File: config.mk
export PLATFORM = sky130hd
export DESIGN_NAME = psie_top
export DESIGN_NICKNAME = d
export VERILOG_FILES = /design/src/pkg/psie_pkg.sv /design/src/psie_route.sv /design/src/psie_top.sv
export VERILOG_INCLUDE_DIRS = /design/src /design/src/pkg
export SDC_FILE = /design/constraint.sdc
export NUM_CORES = 1
export LEC_CHECK = 0
export BUFFER_PORTS_ARGS = -buffer_cell sky130_fd_sc_hd__buf_2
export CAP_MARGIN = 5
export CORE_UTILIZATION = 44
export CTS_BUF_LIST = sky130_fd_sc_hd__clkbuf_8
export DETAILED_ROUTE_END_ITERATION = 16
export GPL_TIMING_DRIVEN = 0
export PLACE_DENSITY_LB_ADDON = 0.05
export SETUP_SLACK_MARGIN = 0.15
export SYNTH_ARGS = -nofsm -noshare
export SYNTH_HDL_FRONTEND = slang
export SYNTH_SLANG_ARGS = --single-unit
File: constraint.sdc
create_clock -name CLK_SYS_IN -period 10.8 [get_ports CLK_SYS_IN]
set_clock_uncertainty 0.05 [all_clocks]
set_input_delay 1.08 -clock CLK_SYS_IN [delete_from_list [all_inputs] [get_ports CLK_SYS_IN]]
set_output_delay 1.08 -clock CLK_SYS_IN [all_outputs]
set_load 0.05 [all_outputs]
File: src/pkg/psie_regs.svh
`ifndef PSIE_REGS_SVH
`define PSIE_REGS_SVH

`define PSIE_ADDR_W        12
`define PSIE_OFF_ENABLE    12'h300
`define PSIE_OFF_STATUS    12'h304
`define PSIE_OFF_ROUTE_A   12'h308
`define PSIE_OFF_ROUTE_B   12'h30c
`define PSIE_OFF_ROUTE_C   12'h310
`define PSIE_OFF_VEC_BASE  12'h320
`define PSIE_VEC_WIN_MASK  12'hfe0

`define PSIE_ENABLE_RST    32'h00000000
`define PSIE_STATUS_RST    32'h00000000
`define PSIE_ROUTE_RST     32'h00000000
`define PSIE_VEC_RST       8'h00

`define PSIE_ENABLE_MASK   32'h00fff7ff
`define PSIE_STATUS_MASK   32'h00fff7ff
`define PSIE_ROUTE_MASK    32'h77777777

`define PSIE_BIT_LM        20
`define PSIE_BIT_MBOX      16
`define PSIE_BIT_ACFAIL    15
`define PSIE_BIT_SYSFAIL   14
`define PSIE_BIT_SOFTWARE_INTERRUPT_ENABLE    13
`define PSIE_BIT_SOFTWARE_ACK_INTERRUPT_ENABLE   12
`define PSIE_BIT_VME_ERROR_INTERRUPT_ENABLE      10
`define PSIE_BIT_PCI_ERROR_INTERRUPT_ENABLE      9
`define PSIE_BIT_DMA       8
`define PSIE_BIT_VIRQ      1
`define PSIE_BIT_VME_OWNERSHIP_INTERRUPT_ENABLE      0

`define PSIE_ROUTED_SRC    24
`define PSIE_ROUTE_STRIDE  4
`define PSIE_SRC_PER_ROUTE 8

`define PSIE_PIN_ACFAIL    8
`define PSIE_PIN_SYSFAIL   7

`endif

File: src/pkg/psie_pkg.sv
`default_nettype none

package psie_pkg;

  typedef enum logic {
    IACK_IDLE,
    IACK_WAIT
  } psie_iack_state_t;

  typedef struct packed {
    logic [31:0]       enable;
    logic [31:0]       status;
    logic [31:0]       route_a;
    logic [31:0]       route_b;
    logic [31:0]       route_c;
    logic [7:1][7:0]   vector;
    logic [2:0][8:0]   sync;
    logic [8:0]        pin_lvl;
    psie_iack_state_t  iack_state;
    logic              iack_req;
    logic [2:0]        iack_level;
    logic [31:0]       rdata;
    logic [7:0]        pci_int;
    logic              irq;
  } psie_state_t;

endpackage : psie_pkg

`default_nettype wire

File: src/psie_route.sv
`timescale 1ns/1ps
`default_nettype none

module psie_route #(
  parameter int N_SRC = 32,
  parameter int N_OUT = 8,
  parameter int SEL_W = 3
) (
  input  wire logic [N_SRC-1:0]            active_in,
  input  wire logic [N_SRC-1:0][SEL_W-1:0] sel_in,
  output logic      [N_OUT-1:0]            route_out
);

  // Several sources may share one output; they are ORed
  always_comb begin
    route_out = '0;
    for (int s = 0; s < N_SRC; s++) begin
      for (int o = 0; o < N_OUT; o++) begin
        if (active_in[s] && (sel_in[s] == SEL_W'(o))) begin
          route_out[o] = 1'b1;
        end
      end
    end
  end

endmodule : psie_route

`default_nettype wire

File: src/psie_top.sv
// What this block does
// - Enabled asserted level: request bus, run acknowledge
// - On completion store vector, set status, interrupt
// - No refetch at level while status set
// - Other enables gate their own sources
// - Enable 0-to-1 fires software interrupt; 0 masks
// - Monitor enables in bits 23:20
// - Mailbox enables in bits 19:16
// - Bits 15:12, 10:8 enables; 11 reserved
// - Bits 7:1 enable handler per level
// - Bit 0 ownership enable; 31:24 reserved
// - Status latches on event, write-one clears
// - Fail status latches; clear ignored while pin asserted
// - Three-bit field routes source to output
//
// Local design decision: the plain strobed port.
`include "psie_regs.svh"
`timescale 1ns/1ps
`default_nettype none

module psie_top #(
  parameter int N_OUT = 8,
  parameter int SEL_W = 3
) (
  input  wire logic                    CLK_SYS_IN,
  input  wire logic                    SYS_RST_IN,
  input  wire logic [`PSIE_ADDR_W-1:0] REG_ADDR_IN,
  input  wire logic [31:0]             REG_WDATA_IN,
  input  wire logic                    REG_WR_IN,
  input  wire logic                    REG_RD_IN,
  output logic      [31:0]             REG_RDATA_OUT,
  input  wire logic [3:0]              LM_EVENT_IN,
  input  wire logic [3:0]              MBOX_EVENT_IN,
  input  wire logic                    SOFTWARE_ACK_INTERRUPT_ENABLE_EVENT_IN,
  input  wire logic                    VME_ERROR_INTERRUPT_ENABLE_EVENT_IN,
  input  wire logic                    PCI_ERROR_INTERRUPT_ENABLE_EVENT_IN,
  input  wire logic                    DMA_EVENT_IN,
  input  wire logic                    VME_OWNERSHIP_INTERRUPT_ENABLE_EVENT_IN,
  input  wire logic                    ACFAIL_N_IN,
  input  wire logic                    SYSFAIL_N_IN,
  input  wire logic [7:1]              VIRQ_N_IN,
  output logic                         IACK_REQ_OUT,
  output logic      [2:0]              IACK_LEVEL_OUT,
  input  wire logic                    IACK_DONE_IN,
  input  wire logic                    IACK_BERR_IN,
  input  wire logic [7:0]              IACK_VECTOR_IN,
  output logic      [N_OUT-1:0]        PCI_INT_OUT,
  output logic                         IRQ_OUT
);

  psie_pkg::psie_state_t cur_reg;
  psie_pkg::psie_state_t state_next;

  logic                          wr_enable;
  logic                          wr_status;
  logic                          wr_route_a;
  logic                          wr_route_b;
  logic                          wr_route_c;
  logic                          in_vec_win;
  logic [2:0]                    vec_idx;
  logic                          sw_rise;
  logic [31:0]                   events;
  logic [31:0]                   clr_bits;
  logic [31:0]                   active;
  logic [7:1]                    pending;
  logic [7:1]                    iack_set;
  logic [2:0][31:0]              route_group;
  logic [31:0][SEL_W-1:0]        route_sel;
  logic [N_OUT-1:0]              routed;

  assign wr_enable  = REG_WR_IN && (REG_ADDR_IN == `PSIE_OFF_ENABLE);
  assign wr_status  = REG_WR_IN && (REG_ADDR_IN == `PSIE_OFF_STATUS);
  assign wr_route_a = REG_WR_IN && (REG_ADDR_IN == `PSIE_OFF_ROUTE_A);
  assign wr_route_b = REG_WR_IN && (REG_ADDR_IN == `PSIE_OFF_ROUTE_B);
  assign wr_route_c = REG_WR_IN && (REG_ADDR_IN == `PSIE_OFF_ROUTE_C);
  assign in_vec_win = (REG_ADDR_IN & `PSIE_VEC_WIN_MASK) == `PSIE_OFF_VEC_BASE;
  assign vec_idx    = REG_ADDR_IN[4:2];

  // Only a written 1 over a stored 0 fires; rewriting 1 does nothing
  assign sw_rise = wr_enable && REG_WDATA_IN[`PSIE_BIT_SOFTWARE_INTERRUPT_ENABLE]
                   && !cur_reg.enable[`PSIE_BIT_SOFTWARE_INTERRUPT_ENABLE];

  // Write-one-to-clear mask from software
  assign clr_bits = wr_status ? (REG_WDATA_IN & `PSIE_STATUS_MASK) : 32'h00000000;

  // Levels wanting service: enabled, asserted, not already latched
  assign pending = cur_reg.enable[7:1]
                   & cur_reg.pin_lvl[6:0]
                   & ~cur_reg.status[7:1];

  // Drives outputs only with both status and enable set
  assign active = cur_reg.status & cur_reg.enable & `PSIE_STATUS_MASK;

  assign route_group = {cur_reg.route_c, cur_reg.route_b, cur_reg.route_a};

  // Field of source s sits in nibble s%8 of route register s/8
  for (genvar g = 0; g < 32; g++) begin : g_sel
    if (g < `PSIE_ROUTED_SRC) begin : g_used
      assign route_sel[g] =
        route_group[g / `PSIE_SRC_PER_ROUTE][(g % `PSIE_SRC_PER_ROUTE) * `PSIE_ROUTE_STRIDE +: SEL_W];
    end else begin : g_none
      assign route_sel[g] = '0;
    end
  end

  psie_route #(
    .N_SRC (32),
    .N_OUT (N_OUT),
    .SEL_W (SEL_W)
  ) u_route (
    .active_in (active),
    .sel_in    (route_sel),
    .route_out (routed)
  );

  always_comb begin
    state_next = cur_reg;
    iack_set   = '0;
    events     = 32'h00000000;

    // Three-stage pin synchroniser, inverted to active high on entry
    state_next.sync[0] = ~{ACFAIL_N_IN, SYSFAIL_N_IN, VIRQ_N_IN};
    state_next.sync[1] = cur_reg.sync[0];
    state_next.sync[2] = cur_reg.sync[1];
    for (int p = 0; p < 9; p++) begin
      if (cur_reg.sync[1][p] == cur_reg.sync[2][p]) begin
        state_next.pin_lvl[p] = cur_reg.sync[2][p];
      end
    end

    // Interrupt acknowledge handler
    case (cur_reg.iack_state)
      psie_pkg::IACK_IDLE: begin
        state_next.iack_req = 1'b0;
        if (|pending) begin
          // Ascending scan leaves the highest pending level
          for (int l = 1; l < 8; l++) begin
            if (pending[l]) begin
              state_next.iack_level = 3'(l);
            end
          end
          state_next.iack_req   = 1'b1;
          state_next.iack_state = psie_pkg::IACK_WAIT;
        end
      end
      psie_pkg::IACK_WAIT: begin
        if (IACK_DONE_IN) begin
          state_next.vector[cur_reg.iack_level] = IACK_VECTOR_IN;
          iack_set[cur_reg.iack_level]          = 1'b1;
          state_next.iack_req                   = 1'b0;
          state_next.iack_state                 = psie_pkg::IACK_IDLE;
        end else if (IACK_BERR_IN) begin
          // Failed cycle: nothing latched, level retried if still pending
          state_next.iack_req   = 1'b0;
          state_next.iack_state = psie_pkg::IACK_IDLE;
        end
      end
      default: begin
        state_next.iack_req   = 1'b0;
        state_next.iack_state = psie_pkg::IACK_IDLE;
      end
    endcase

    // Status events; fail bits are held while their pin stays asserted
    events[`PSIE_BIT_LM +: 4]    = LM_EVENT_IN;
    events[`PSIE_BIT_MBOX +: 4]  = MBOX_EVENT_IN;
    events[`PSIE_BIT_ACFAIL]     = cur_reg.pin_lvl[`PSIE_PIN_ACFAIL];
    events[`PSIE_BIT_SYSFAIL]    = cur_reg.pin_lvl[`PSIE_PIN_SYSFAIL];
    events[`PSIE_BIT_SOFTWARE_INTERRUPT_ENABLE]     = sw_rise;
    events[`PSIE_BIT_SOFTWARE_ACK_INTERRUPT_ENABLE]    = SOFTWARE_ACK_INTERRUPT_ENABLE_EVENT_IN;
    events[`PSIE_BIT_VME_ERROR_INTERRUPT_ENABLE]       = VME_ERROR_INTERRUPT_ENABLE_EVENT_IN;
    events[`PSIE_BIT_PCI_ERROR_INTERRUPT_ENABLE]       = PCI_ERROR_INTERRUPT_ENABLE_EVENT_IN;
    events[`PSIE_BIT_DMA]        = DMA_EVENT_IN;
    events[`PSIE_BIT_VIRQ +: 7]  = iack_set;
    events[`PSIE_BIT_VME_OWNERSHIP_INTERRUPT_ENABLE]       = VME_OWNERSHIP_INTERRUPT_ENABLE_EVENT_IN;

    // Set beats a clear in the same cycle so no event is lost
    state_next.status = ((cur_reg.status & ~clr_bits) | events) & `PSIE_STATUS_MASK;

    // Enable register; clearing software enable only masks
    if (wr_enable) begin
      state_next.enable = REG_WDATA_IN & `PSIE_ENABLE_MASK;
    end
    if (wr_route_a) begin
      state_next.route_a = REG_WDATA_IN & `PSIE_ROUTE_MASK;
    end
    if (wr_route_b) begin
      state_next.route_b = REG_WDATA_IN & `PSIE_ROUTE_MASK;
    end
    if (wr_route_c) begin
      state_next.route_c = REG_WDATA_IN & `PSIE_ROUTE_MASK;
    end

    // Read data stands for the one cycle after the strobe only
    state_next.rdata = 32'h00000000;
    if (REG_RD_IN) begin
      if (REG_ADDR_IN == `PSIE_OFF_ENABLE) begin
        state_next.rdata = cur_reg.enable;
      end else if (REG_ADDR_IN == `PSIE_OFF_STATUS) begin
        state_next.rdata = cur_reg.status;
      end else if (REG_ADDR_IN == `PSIE_OFF_ROUTE_A) begin
        state_next.rdata = cur_reg.route_a;
      end else if (REG_ADDR_IN == `PSIE_OFF_ROUTE_B) begin
        state_next.rdata = cur_reg.route_b;
      end else if (REG_ADDR_IN == `PSIE_OFF_ROUTE_C) begin
        state_next.rdata = cur_reg.route_c;
      end else if (in_vec_win && (vec_idx != 3'h0)) begin
        state_next.rdata = {24'h000000, cur_reg.vector[vec_idx]};
      end
    end

    // Registered outputs lag the status by one cycle
    state_next.pci_int = routed;
    state_next.irq     = |active;
  end

  always_ff @(posedge CLK_SYS_IN or posedge SYS_RST_IN) begin
    if (SYS_RST_IN) begin
      cur_reg.enable     <= `PSIE_ENABLE_RST;
      cur_reg.status     <= `PSIE_STATUS_RST;
      cur_reg.route_a    <= `PSIE_ROUTE_RST;
      cur_reg.route_b    <= `PSIE_ROUTE_RST;
      cur_reg.route_c    <= `PSIE_ROUTE_RST;
      cur_reg.vector     <= {7{`PSIE_VEC_RST}};
      cur_reg.sync       <= '0;
      cur_reg.pin_lvl    <= '0;
      cur_reg.iack_state <= psie_pkg::IACK_IDLE;
      cur_reg.iack_req   <= 1'b0;
      cur_reg.iack_level <= 3'h0;
      cur_reg.rdata      <= 32'h00000000;
      cur_reg.pci_int    <= 8'h00;
      cur_reg.irq        <= 1'b0;
    end else begin
      cur_reg <= state_next;
    end
  end

  assign REG_RDATA_OUT  = cur_reg.rdata;
  assign IACK_REQ_OUT   = cur_reg.iack_req;
  assign IACK_LEVEL_OUT = cur_reg.iack_level;
  assign PCI_INT_OUT    = cur_reg.pci_int[N_OUT-1:0];
  assign IRQ_OUT        = cur_reg.irq;

endmodule : psie_top

`default_nettype wire

* Yosys cells after proc, flatten, opt, wreduce, memory -nomap -nowiden
Cells that the tools add are included.
** Cells by class
- Add/subtract/negate cells :: 0
- Multiply operators :: 0
- Divide/modulo/power cells :: 0
- Magnitude comparators :: 3
- Equal/unequal tests :: 177
- Shift-type cells :: 0
- Multiplexer cells :: 212
- Bitwise operators :: 9
- Reduce and logical (&&, ||, !) cells :: 223
** Operators by type and width (number)
- $eq 3x3->1 const B :: 92
- $logic_and 1x1->1 :: 193
- $mux 31 :: 6
- $mux 1 :: 185
- $eq 3x2->1 const B :: 46
- $eq 3x1->1 const B :: 23
- $logic_not 3->1 :: 23
- $eq 12x10->1 const B :: 5
- $bwmux 56 :: 1
- $and 24x24->24 :: 2
- $bmux 8 s3 :: 1
- $demux 8 s3 :: 1
- $mux 24 :: 1
- $mux 8 :: 3
- $not 24->24 :: 1
- $or 24x24->24 :: 1
- $reduce_or 23->1 :: 1
- $mux 3 :: 7
- $and 7x7->7 :: 2
- $mux 7 :: 2
- $eq 1x1->1 :: 9
- $not 9->9 :: 1
- $lt 3x4->1 const B :: 2
- $eq 7x5->1 const B :: 1
- 14 further kinds :: 15
** Word-level totals
- Flip-flop bits (word level) :: 256
- Bits in latches :: 0
- Memory bits (writable) :: 0
- ROM bits :: 0
- Bits of input ports :: 80
- Output and inout port bits :: 45
- Word-level logic and storage cells :: 654
- Memories kept :: 0

* Depth between registers and ports, before layout
Gate-level depths: netlist of run 1.
- Depth after elaboration :: 25
- Depth in mapped cells :: 9

* Hierarchy
From an unflattened synthesis of run 1, not the netlist that was laid out.
** Second synthesis, totals
- Cell total of the unflattened synthesis :: 1205
- Area total of the unflattened synthesis :: 14026.0 um^2
** By module, submodules not included
- psie_top :: times used 1, cells each 849, area an instance 11159.5 um^2, sequential area each 6331.1 um^2
- psie_route :: times used 1, cells each 356, area an instance 2866.5 um^2, sequential area each 0.0 um^2

* Worst setup path after synthesis of run 1
No wires, ideal clock.
- Kind :: input -> register
- From :: input port REG_ADDR_IN[4]
- To :: register cur_reg[202] in the netlist's numbering
- Arrival :: 2.867 ns
- Path slack :: 7.758 ns
- Stages :: 8
- Path buffers :: 3
- Cell sequence :: buf_2 or4_1 buf_2 nor3_4 nand2_2 nor2_4 buf_6 mux2_2
** Between the ends
- Longest elaborated chain between the ends :: 2
** Ends and longest elaborated chain
- start, declared :: line psie_top.sv:27 : input wire logic [`PSIE_ADDR_W-1:0] REG_ADDR_IN,
- $eq 12x10->1 (no line)
- $logic_and 1x1->1 :: line psie_top.sv:73 : assign wr_route_a = REG_WR_IN && (REG_ADDR_IN == `PSIE_OFF_ROUTE_A);
- end signal, assigned :: line psie_top.sv:234 : cur_reg <= state_next;
- end, declared :: line psie_top.sv:51 : psie_pkg::psie_state_t cur_reg;
Every way passes these cells.
A chain may end at the register's enable or synchronous reset.

==> results of run 1 <==
## stage by stage
step / utilization (%) / cell area (µm²)
2_1_floorplan: - / 12900
3_3_place_gp: 48.5 / 13900
3_5_place_dp: 48.8 / 14000
4_1_cts: 51.7 / 14800
5_1_grt: 51.7 / 14800
6_report: 51.7 / 14800
## cell families (layout without fill, tap and decap cells)
family	count (synthesis)	after routing	share of synthesized area, %
other	1	3	0.0292
DFF	253	253	49.2
and+or+nand+nor	359	359	15.7
muxes	175	175	15.3
buffers and inverters	150	343	6.12
adders and majority gates	9	9	0.701
AOI/OAI and AO/OA	225	225	12.9
## cell type report
type / instances / area [µm²]
tap: 384 / 480
fill: 2634 / 13900
buffer: 110 / 637
clock inverter: 23 / 120
sequential: 253 / 6330
clock buffer: 50 / 688
multi-input combinational: 771 / 5760
timing repair buffer: 120 / 654
inverter: 40 / 158
## synthesized netlist by cell type (all sizes together) (25+ instances only)
| cell | count |
|---|---|
| dfrtp | 253 |
| clkbuf | 42 |
| nor4 | 30 |
| o22ai | 32 |
| nand2 | 86 |
| nor3b | 26 |
| nor3 | 56 |
| buf | 68 |
| nand2b | 25 |
| a21oi | 40 |
| inv | 40 |
| nand3 | 34 |
| nor2 | 34 |
| mux2 | 155 |
## per-layer routing
layer / share of wire (%) / vias up
met4: 2.4 / 0
met5: 0 / -
met1: 47 / 5526
li1: - / 4667
met2: 44 / 496
met3: 7.1 / 65
## final timing paths
check                                          from  depth (start not counted)                    endpoint  slack [ps]
max                                  REG_ADDR_IN[5]                          7  REG_RDATA_OUT[6]$_DFF_PP0_        7340
min                           cur_reg[55]$_DFF_PP0_                          0       cur_reg[64]$_DFF_PP0_         300
max reg2reg                cur_reg[220]$_DFFE_PP0P_                          5    PCI_INT_OUT[0]$_DFF_PP0_        8050
min reg2reg                   cur_reg[55]$_DFF_PP0_                          0       cur_reg[64]$_DFF_PP0_         300
max in group asynchronous                SYS_RST_IN                          4       cur_reg[80]$_DFF_PP0_        8900
min in group asynchronous                SYS_RST_IN                          2       cur_reg[76]$_DFF_PP0_         530
## where the power goes
part / total (mW) / internal (mW) / switching (mW) / leakage, nW
Combinational: 0.116 / 0.0355 / 0.0808 / 3.05
Sequential: 0.975 / 0.964 / 0.0113 / 3.36
Clock: 0.819 / 0.423 / 0.396 / 0.480
Total: 1.91 / 1.42 / 0.488 / 6.89
## worst max-delay path, delay by kind of cell
kind | cells | cell delay [ps]
buffers and inverters | 3 | 1040
AND/OR/NAND/NOR | 2 | 1000
AO/OA/AOI/OAI | 2 | 770
==> flow_summary.toml, run 1 <==
[die]
io_pins = 125
rows = 62
die_width_um = 173
fp.dieArea_mm2 = 0.0299
start_util_pct = 44.8
fp.coreArea_mm2 = 0.0287
die_h_um = 173

[timing]
slew_headroom_pct = 23.3
finalCriticalPeriod_ps = 3460
hold_ws_ps = 295
rsz0062_at_grt = "no"
hold_viol = 0
setup_violations = 0
worstMarginPinSlew_ps = 1140
fin_ws_ps = 7340
maxSlewViolCount = 0
finalCritPeriodShare_pct = 32.0
tns_ps = 0
max_freq_ghz = 0.289

[logic_synthesis]
ys_ff_latch = 253
yosysWarnings = 0
synth.distinct_cells = 67
synth_edf_count = 0
synth_top_area_share_pct = 49.2
ys.flop_type = "dfrtp_1"
async_reset_ff_share_pct = 100
ys_top_cells_by_area = "dfrtp_1 49%, mux2_2 13%, buf_4 2.7%"
synth_area_per_cell_um2 = 11.0
yosysSeqAreaShare_pct = 49.2
synth_area_mm2 = 0.0129
syn_inst = 1172
synth_top_area_cell = "dfrtp_1"

[clock_network]
ctsHoldBuffers = 0
clkTransAtPathRegs_ps = 60
cts-root-buf = "clkbuf_8"
ctsResizeCount = 0
htree_levels = 2
cts_buffers = 44
cts_tree = "done"
clkSinkCount = 253
postCtsSetupRepairBufs = 0
clockBufferDepth = 3
clk_latency_ps = 580

[pwr]
vdd.ir_drop.worst_v = 0.000108
leakagePower_nw = 6.89
finalPower_mw = 1.91
power_density_mw_per_mm2 = 129

[route]
wl_um = 47900
dr.first_iter.drc_count = 978
dr_total_vias = 10800
wl_per_cell_um = 27.4
drc = 0
routed_via_density = 6.14
drtPass1Iterations = 7
ant_nets = 0

[placed_design]
io_buffers = 116
gp_congestion = 1.06
pre_cts_ws_ps = 6950
post-place-cells = 1678
dp.final_hpwl_um = 36700

[final_layout]
areaGrowthSynthToFinish_pct = 15.3
largest_reg_flops = 211
layout_common_cells = "253 x dfrtp_1, 153 x mux2_2, 132 x buf_2"
final_common_cell = "dfrtp_1"
antennaDiodeCount = 0
finalNonFillerCells = 1751
fin_nets = 1420
drive_above_1_share_pct = 31.6

[global_route]
met1_usage_pct = 48.7
grt_util_met3_pct = 5.47
overflow = 0
grt_first_pass_wirelength_um = 71600
grtUsageTotal_pct = 32.5
antenna_found_initial = 0
use_met2_pct = 48.1
top_usage_layer = "met1"
grt_max_degree = 87
grt_pass1_vias = 10600

[critical_path]
setup.worst_path.class = "in2reg"
critPathCaptureType = "flip-flop"
crit_top_cell = "clkbuf_1"
cp_max_fo = 10
crit_chain = "buf_2, clkbuf_1, nor4_1, clkbuf_1, nand2_1, a311oi_1, o221a_2"
max_stage_delay_ps = 680
cp_slowest_cell = "clkbuf_1"
crit_arrival_ps = 3900
cp.required_ps = 11250
cp-start-kind = "input port"

[worst_hold_path]
hold_class = "reg2reg"

[run_status]
outcome = "complete, no violations"

[flow_run]
cap_violations = 0
Power figures use the tool's default switching activity.
==> inputs of run 2 (changes only) <==
clock period = 3.02 ns   (was 10.8 ns; I/O delays follow)
==> flow_summary.toml, run 2 (same netlist as run 1, synthesis figures left out) <==
[run_status]
outcome = "complete, no violations"

[timing]
max_freq_ghz = 0.347
finalCritPeriodShare_pct = 95.3
maxSlewViolCount = 0
fin_ws_ps = 142
finalCriticalPeriod_ps = 2880
rsz0062_at_grt = "no"
worstMarginPinSlew_ps = 1100
hold_viol = 0
hold_ws_ps = 26.6
slew_headroom_pct = 26.6
setup_violations = 0

[pwr]
finalPower_mw = 7.65
leakagePower_nw = 7.28
vdd.ir_drop.worst_v = 0.000373
power_density_mw_per_mm2 = 482

[critical_path]
r2r_end = "PCI_INT_OUT[0]$_DFF_PP0_"
rr_worst_depth = 5
cp_max_fo = 4
endpoint = "PCI_INT_OUT[0]$_DFF_PP0_"
crit_arrival_ps = 3240
setup.worst_path.class = "reg2reg"
r2r-start = "cur_reg[220]$_DFFE_PP0P_"
r2r_slack_ps = 140
cp.required_ps = 3380
critPathCaptureType = "flip-flop"
cp-start-kind = "flip-flop"
crit_start = "cur_reg[220]$_DFFE_PP0P_"

[global_route]
overflow = 0
antenna_found_initial = 0
grt_first_pass_wirelength_um = 69900
grt_max_degree = 44
grt_pass1_vias = 10700
grtUsageTotal_pct = 31.8

[route]
dr.first_iter.drc_count = 1107
wl_per_cell_um = 25.8
ant_nets = 0
dr_total_vias = 11000
routed_via_density = 5.96
wl_um = 47400
drc = 0
drtPass1Iterations = 7

[clock_network]
cts_buffers = 44
clkSinkCount = 253
cts_tree = "done"
clk_latency_ps = 560
clkTransAtPathRegs_ps = 60
cts-root-buf = "clkbuf_8"
clockBufferDepth = 3
ctsResizeCount = 0
htree_levels = 2

[placed_design]
dp.final_hpwl_um = 36100
post-place-cells = 1681
io_buffers = 116
pre_cts_ws_ps = -1.77
gp_congestion = 1.05

[final_layout]
finalNonFillerCells = 1838
fin_nets = 1496
fillers = 2537
fin_util_pct = 55.3
final_common_cell = "dfrtp_1"
drive_above_1_share_pct = 31.0
layout_common_cells = "253 x dfrtp_1, 153 x mux2_2, 132 x buf_2"
areaGrowthSynthToFinish_pct = 23.3
largest_reg_flops = 211

[die]
io_pins = 125
fp.coreArea_mm2 = 0.0287
start_util_pct = 44.8
die_h_um = 173
die_width_um = 173
fp.dieArea_mm2 = 0.0299
rows = 62

[worst_hold_path]
hold_class = "in2reg"

[flow_run]
cap_violations = 0
run 2: cell count changes in the layout (fill, tap and decap cells not counted), sizes merged:
cell | before | now
buf | 188 | 191
clkinvlp | 0 | 3
dlygate4sd3 | 0 | 73
clkbuf | 92 | 98
inv | 58 | 51
bufinv | 0 | 6
diode | 0 | 2
clkinv | 5 | 6
run 2: layer usage:
| metal | wire (µm) | global-route usage [%] | share of wire, % |
|---|---|---|---|
| met5 | 0 | 0 | 0 |
| met4 | 1340 | 9.99 | 2.8 |
| met3 | 3560 | 5.36 | 7.5 |
| met2 | 20300 | 46.4 | 43 |
| met1 | 22100 | 48.0 | 47 |
run 2: worst min-delay path by stage:
stage | startpoint | endpoint | slack, ps | cells after the start
3_3_place_gp | cur_reg[56]$_DFF_PP0_ | cur_reg[65]$_DFF_PP0_ | 280 | 0
5_1_grt | IACK_VECTOR_IN[7] | cur_reg[105]$_DFFE_PP0P_ | 10 | 2
2_1_floorplan | cur_reg[55]$_DFF_PP0_ | cur_reg[64]$_DFF_PP0_ | 280 | 0
3_5_place_dp | cur_reg[56]$_DFF_PP0_ | cur_reg[65]$_DFF_PP0_ | 280 | 0
4_1_cts | IACK_VECTOR_IN[7] | cur_reg[105]$_DFFE_PP0P_ | 2 | 2
6_report | IACK_VECTOR_IN[7] | cur_reg[105]$_DFFE_PP0P_ | 30 | 2
run 2: where the power goes:
part           internal, mW  switching (mW)
logic                 0.186           0.296
registers              3.45          0.0401
clock network          2.20            1.48
run 2: layout make-up:
cell class / count / area (µm²) / area share (%)
inverters: 40 / 154 / 0.970
clock inverters: 26 / 283 / 1.78
repair buffers: 196 / 1440 / 9.07
diodes: 2 / 5.00 / 0.0316
well taps: 384 / 480 / 3.03
flip-flops and latches: 253 / 6330 / 39.9
plain buffers: 110 / 637 / 4.02
multi-input cells: 771 / 5760 / 36.3
clock buffers: 56 / 771 / 4.86
run 2: metrics by stage:
stage	cell area [µm²]	TNS [ps]
2_1_floorplan	12900	-167400
3_3_place_gp	13900	-538880
3_5_place_dp	14100	-1.77
4_1_cts	15900	0
5_1_grt	15900	0
6_report	15900	0
run 2: what timing repair did:
action                    4_1_cts  5_1_grt
hold buffers                   73        0
buffers inserted                0        0
hold endpoints to repair      172        0
run 2: critical path, stage by stage (launching register included):
cell	delay, ps
dfrtp_1	520
nand3b_1	330
nor3_1	150
a2111oi_0	830
nand4_1	300
or4_1	530
==> inputs of run 3 (changes only) <==
ABC_AREA = 1   (was default)
SKIP_CTS_REPAIR_TIMING = 1   (was default)
==> flow_summary.toml, run 3 <==
[timing]
hold_viol = 2
hold_ws_ps = -24.5
finalCriticalPeriod_ps = 1980
worstMarginPinSlew_ps = 900
max_freq_ghz = 0.506
maxSlewViolCount = 0
tns_ps = 0
finalCritPeriodShare_pct = 65.4
rsz0062_at_grt = "no"
setup_violations = 0
slew_headroom_pct = 39.9

[critical_path]
cp-start-kind = "flip-flop"
setup.worst_path.class = "reg2reg"
critPathCaptureType = "flip-flop"
cp_max_fo = 4
cp.required_ps = 3400
crit_arrival_ps = 2350

[route]
dr.first_iter.drc_count = 827
drc = 0
routed_via_density = 5.13
wl_um = 45300
wl_per_cell_um = 19.3
dr_total_vias = 12000
drtPass1Iterations = 5
ant_nets = 0

[pwr]
vdd.ir_drop.worst_v = 0.000543
p_seq_share_pct = 46.8
p_comb_share_pct = 14.8
p_clk_share_pct = 38.4
p_int_mw = 6.25
switchingPower_mw = 2.66
power_density_mw_per_mm2 = 576
leakagePower_nw = 7.86
swShare_pct = 29.9

[clock_network]
clk_latency_ps = 590
cts_tree = "done"
cts_buffers = 44
cts-root-buf = "clkbuf_8"
clockBufferDepth = 3
clkSinkCount = 253
htree_levels = 2
clkTransAtPathRegs_ps = 60

[global_route]
overflow = 0
grt_first_pass_wirelength_um = 68600
grt_pass1_vias = 11700
grtUsageTotal_pct = 30.3
antenna_found_initial = 0
grt_max_degree = 44

[logic_synthesis]
syn_inst = 1723
ys_ff_latch = 253
async_reset_ff_share_pct = 100
synth_edf_count = 0
synth_top_area_share_pct = 48.8
yosysWarnings = 0
synth.top_cells.by_count = "536 x nand2_1, 253 x dfrtp_1, 213 x inv_1"
yosysMostFrequentCell = "nand2_1"
synth.distinct_cells = 36
ys.flop_type = "dfrtp_1"
yosysSeqAreaShare_pct = 48.8
synth_area_mm2 = 0.0130
synth_area_per_cell_um2 = 7.52
synth_top_area_cell = "dfrtp_1"
ys_top_cells_by_area = "dfrtp_1 49%, nand2_1 16%, o21ai_0 6.5%"

[final_layout]
fillers = 2870
areaGrowthSynthToFinish_pct = 19.4
antennaDiodeCount = 0
drive_above_1_share_pct = 15.5
fin_nets = 2009
largest_reg_flops = 211
layout_common_cells = "536 x nand2_1, 253 x dfrtp_1, 223 x inv_1"
final_common_cell = "nand2_1"
fin_area_mm2 = 0.0155

[die]
start_util_pct = 44.9
rows = 62
io_pins = 125
fp.coreArea_mm2 = 0.0289
fp.dieArea_mm2 = 0.0302
die_h_um = 174
die_width_um = 174

[placed_design]
dp.final_hpwl_um = 34900
gp_congestion = 0.970
io_buffers = 118
postPlaceCellArea_mm2 = 0.0142

[run_status]
failed_checks = "negative hold slack"
outcome = "finished, violations left"

[flow_run]
cap_violations = 0

[worst_hold_path]
hold_class = "in2reg"
==> run 3: cell types whose count changed after synthesis, moves of 45 or more <==
cell	before	now
mux2_2	153	0
o21ai_0	22	169
nor2_1	31	137
inv_1	40	213
nand3_1	34	79
nand2_1	84	536
o21ai_1	0	57
==> run 3: final timing paths <==
kind,startpoint,to,slack [ps],cells past startpoint
hold reg to reg,cur_reg[62]$_DFF_PP0_,cur_reg[71]$_DFF_PP0_,300,0
min in group asynchronous,SYS_RST_IN,cur_reg[164]$_DFFE_PP0P_,420,3
setup / recovery,cur_reg[289]$_DFFE_PP0P_,PCI_INT_OUT[0]$_DFF_PP0_,1040,8
max in group asynchronous,SYS_RST_IN,cur_reg[56]$_DFF_PP0_,1250,6
hold / removal,REG_WDATA_IN[19],cur_reg[253]$_DFF_PP0_,-20,4
setup reg to reg,cur_reg[289]$_DFFE_PP0P_,PCI_INT_OUT[0]$_DFF_PP0_,1040,8
==> run 3: cell type report <==
class | instances | area (µm²) | area share (%)
Multi-Input combinational cell | 1156 | 5220 | 33.7
Inverter | 223 | 841 | 5.43
Timing Repair Buffer | 158 | 1050 | 6.79
Sequential cell | 253 | 6330 | 40.9
Buffer | 93 | 581 | 3.75
Tap cell | 384 | 480 | 3.10
Clock buffer | 54 | 743 | 4.80
Clock inverter | 27 | 229 | 1.48
==> run 3: worst max-delay path: stages (launching register included) <==
cell     delay, ps
dfrtp_1        410
nand2_1        250
nor2_1         140
nand2_1         80
nand2_1        110
nor3_1         240
nand4_1        170
nor2_1         220
nand2_1        140
==> run 3: logic make-up after synthesis <==
kind of cell / Yosys count / share of synthesized area [%]
DFF: 253 / 48.8
AOI/OAI and AO/OA: 314 / 12.9
adders and majority gates: 9 / 0.695
buffers and inverters: 316 / 10.9
other: 1 / 0.0289
and+or+nand+nor: 830 / 26.6
==> run 3: power by group through the flow <==
| stage | Clock, mW | Sequential (mW) | Combinational, mW |
|---|---|---|---|
| floorplan | 0 | 4.17 | 0.906 |
| CTS | 3.48 | 4.17 | 1.29 |
| detailed placement | 0 | 4.22 | 1.29 |
| global placement | 0 | 4.22 | 1.25 |
| finish | 3.42 | 4.17 | 1.32 |
| global route | 3.64 | 4.22 | 1.50 |
==> run 3: stage by stage <==
| step | setup WS [ps] | utilization [%] | power, mW | instances |
|---|---|---|---|---|
| floorplan | -662 | - | 5.07 | 1725 |
| global placement | -2240 | 48.7 | 5.46 | 2227 |
| detailed placement | 784 | 49.1 | 5.51 | 2233 |
| CTS | 1060 | 52.5 | 8.95 | 2314 |
| global route | 954 | 53.6 | 9.36 | 2348 |
| finish | 1040 | 53.6 | 8.92 | 2348 |
==> run 3: per-layer routing <==
metal | up-vias | global-route usage [%] | share of wire [%]
li1 | 5875 | - | -
met5 | - | 0 | 0
met4 | 0 | 11.1 | 3.1
met1 | 5736 | 38.8 | 42
met2 | 360 | 52.4 | 50
met3 | 72 | 3.75 | 5.0
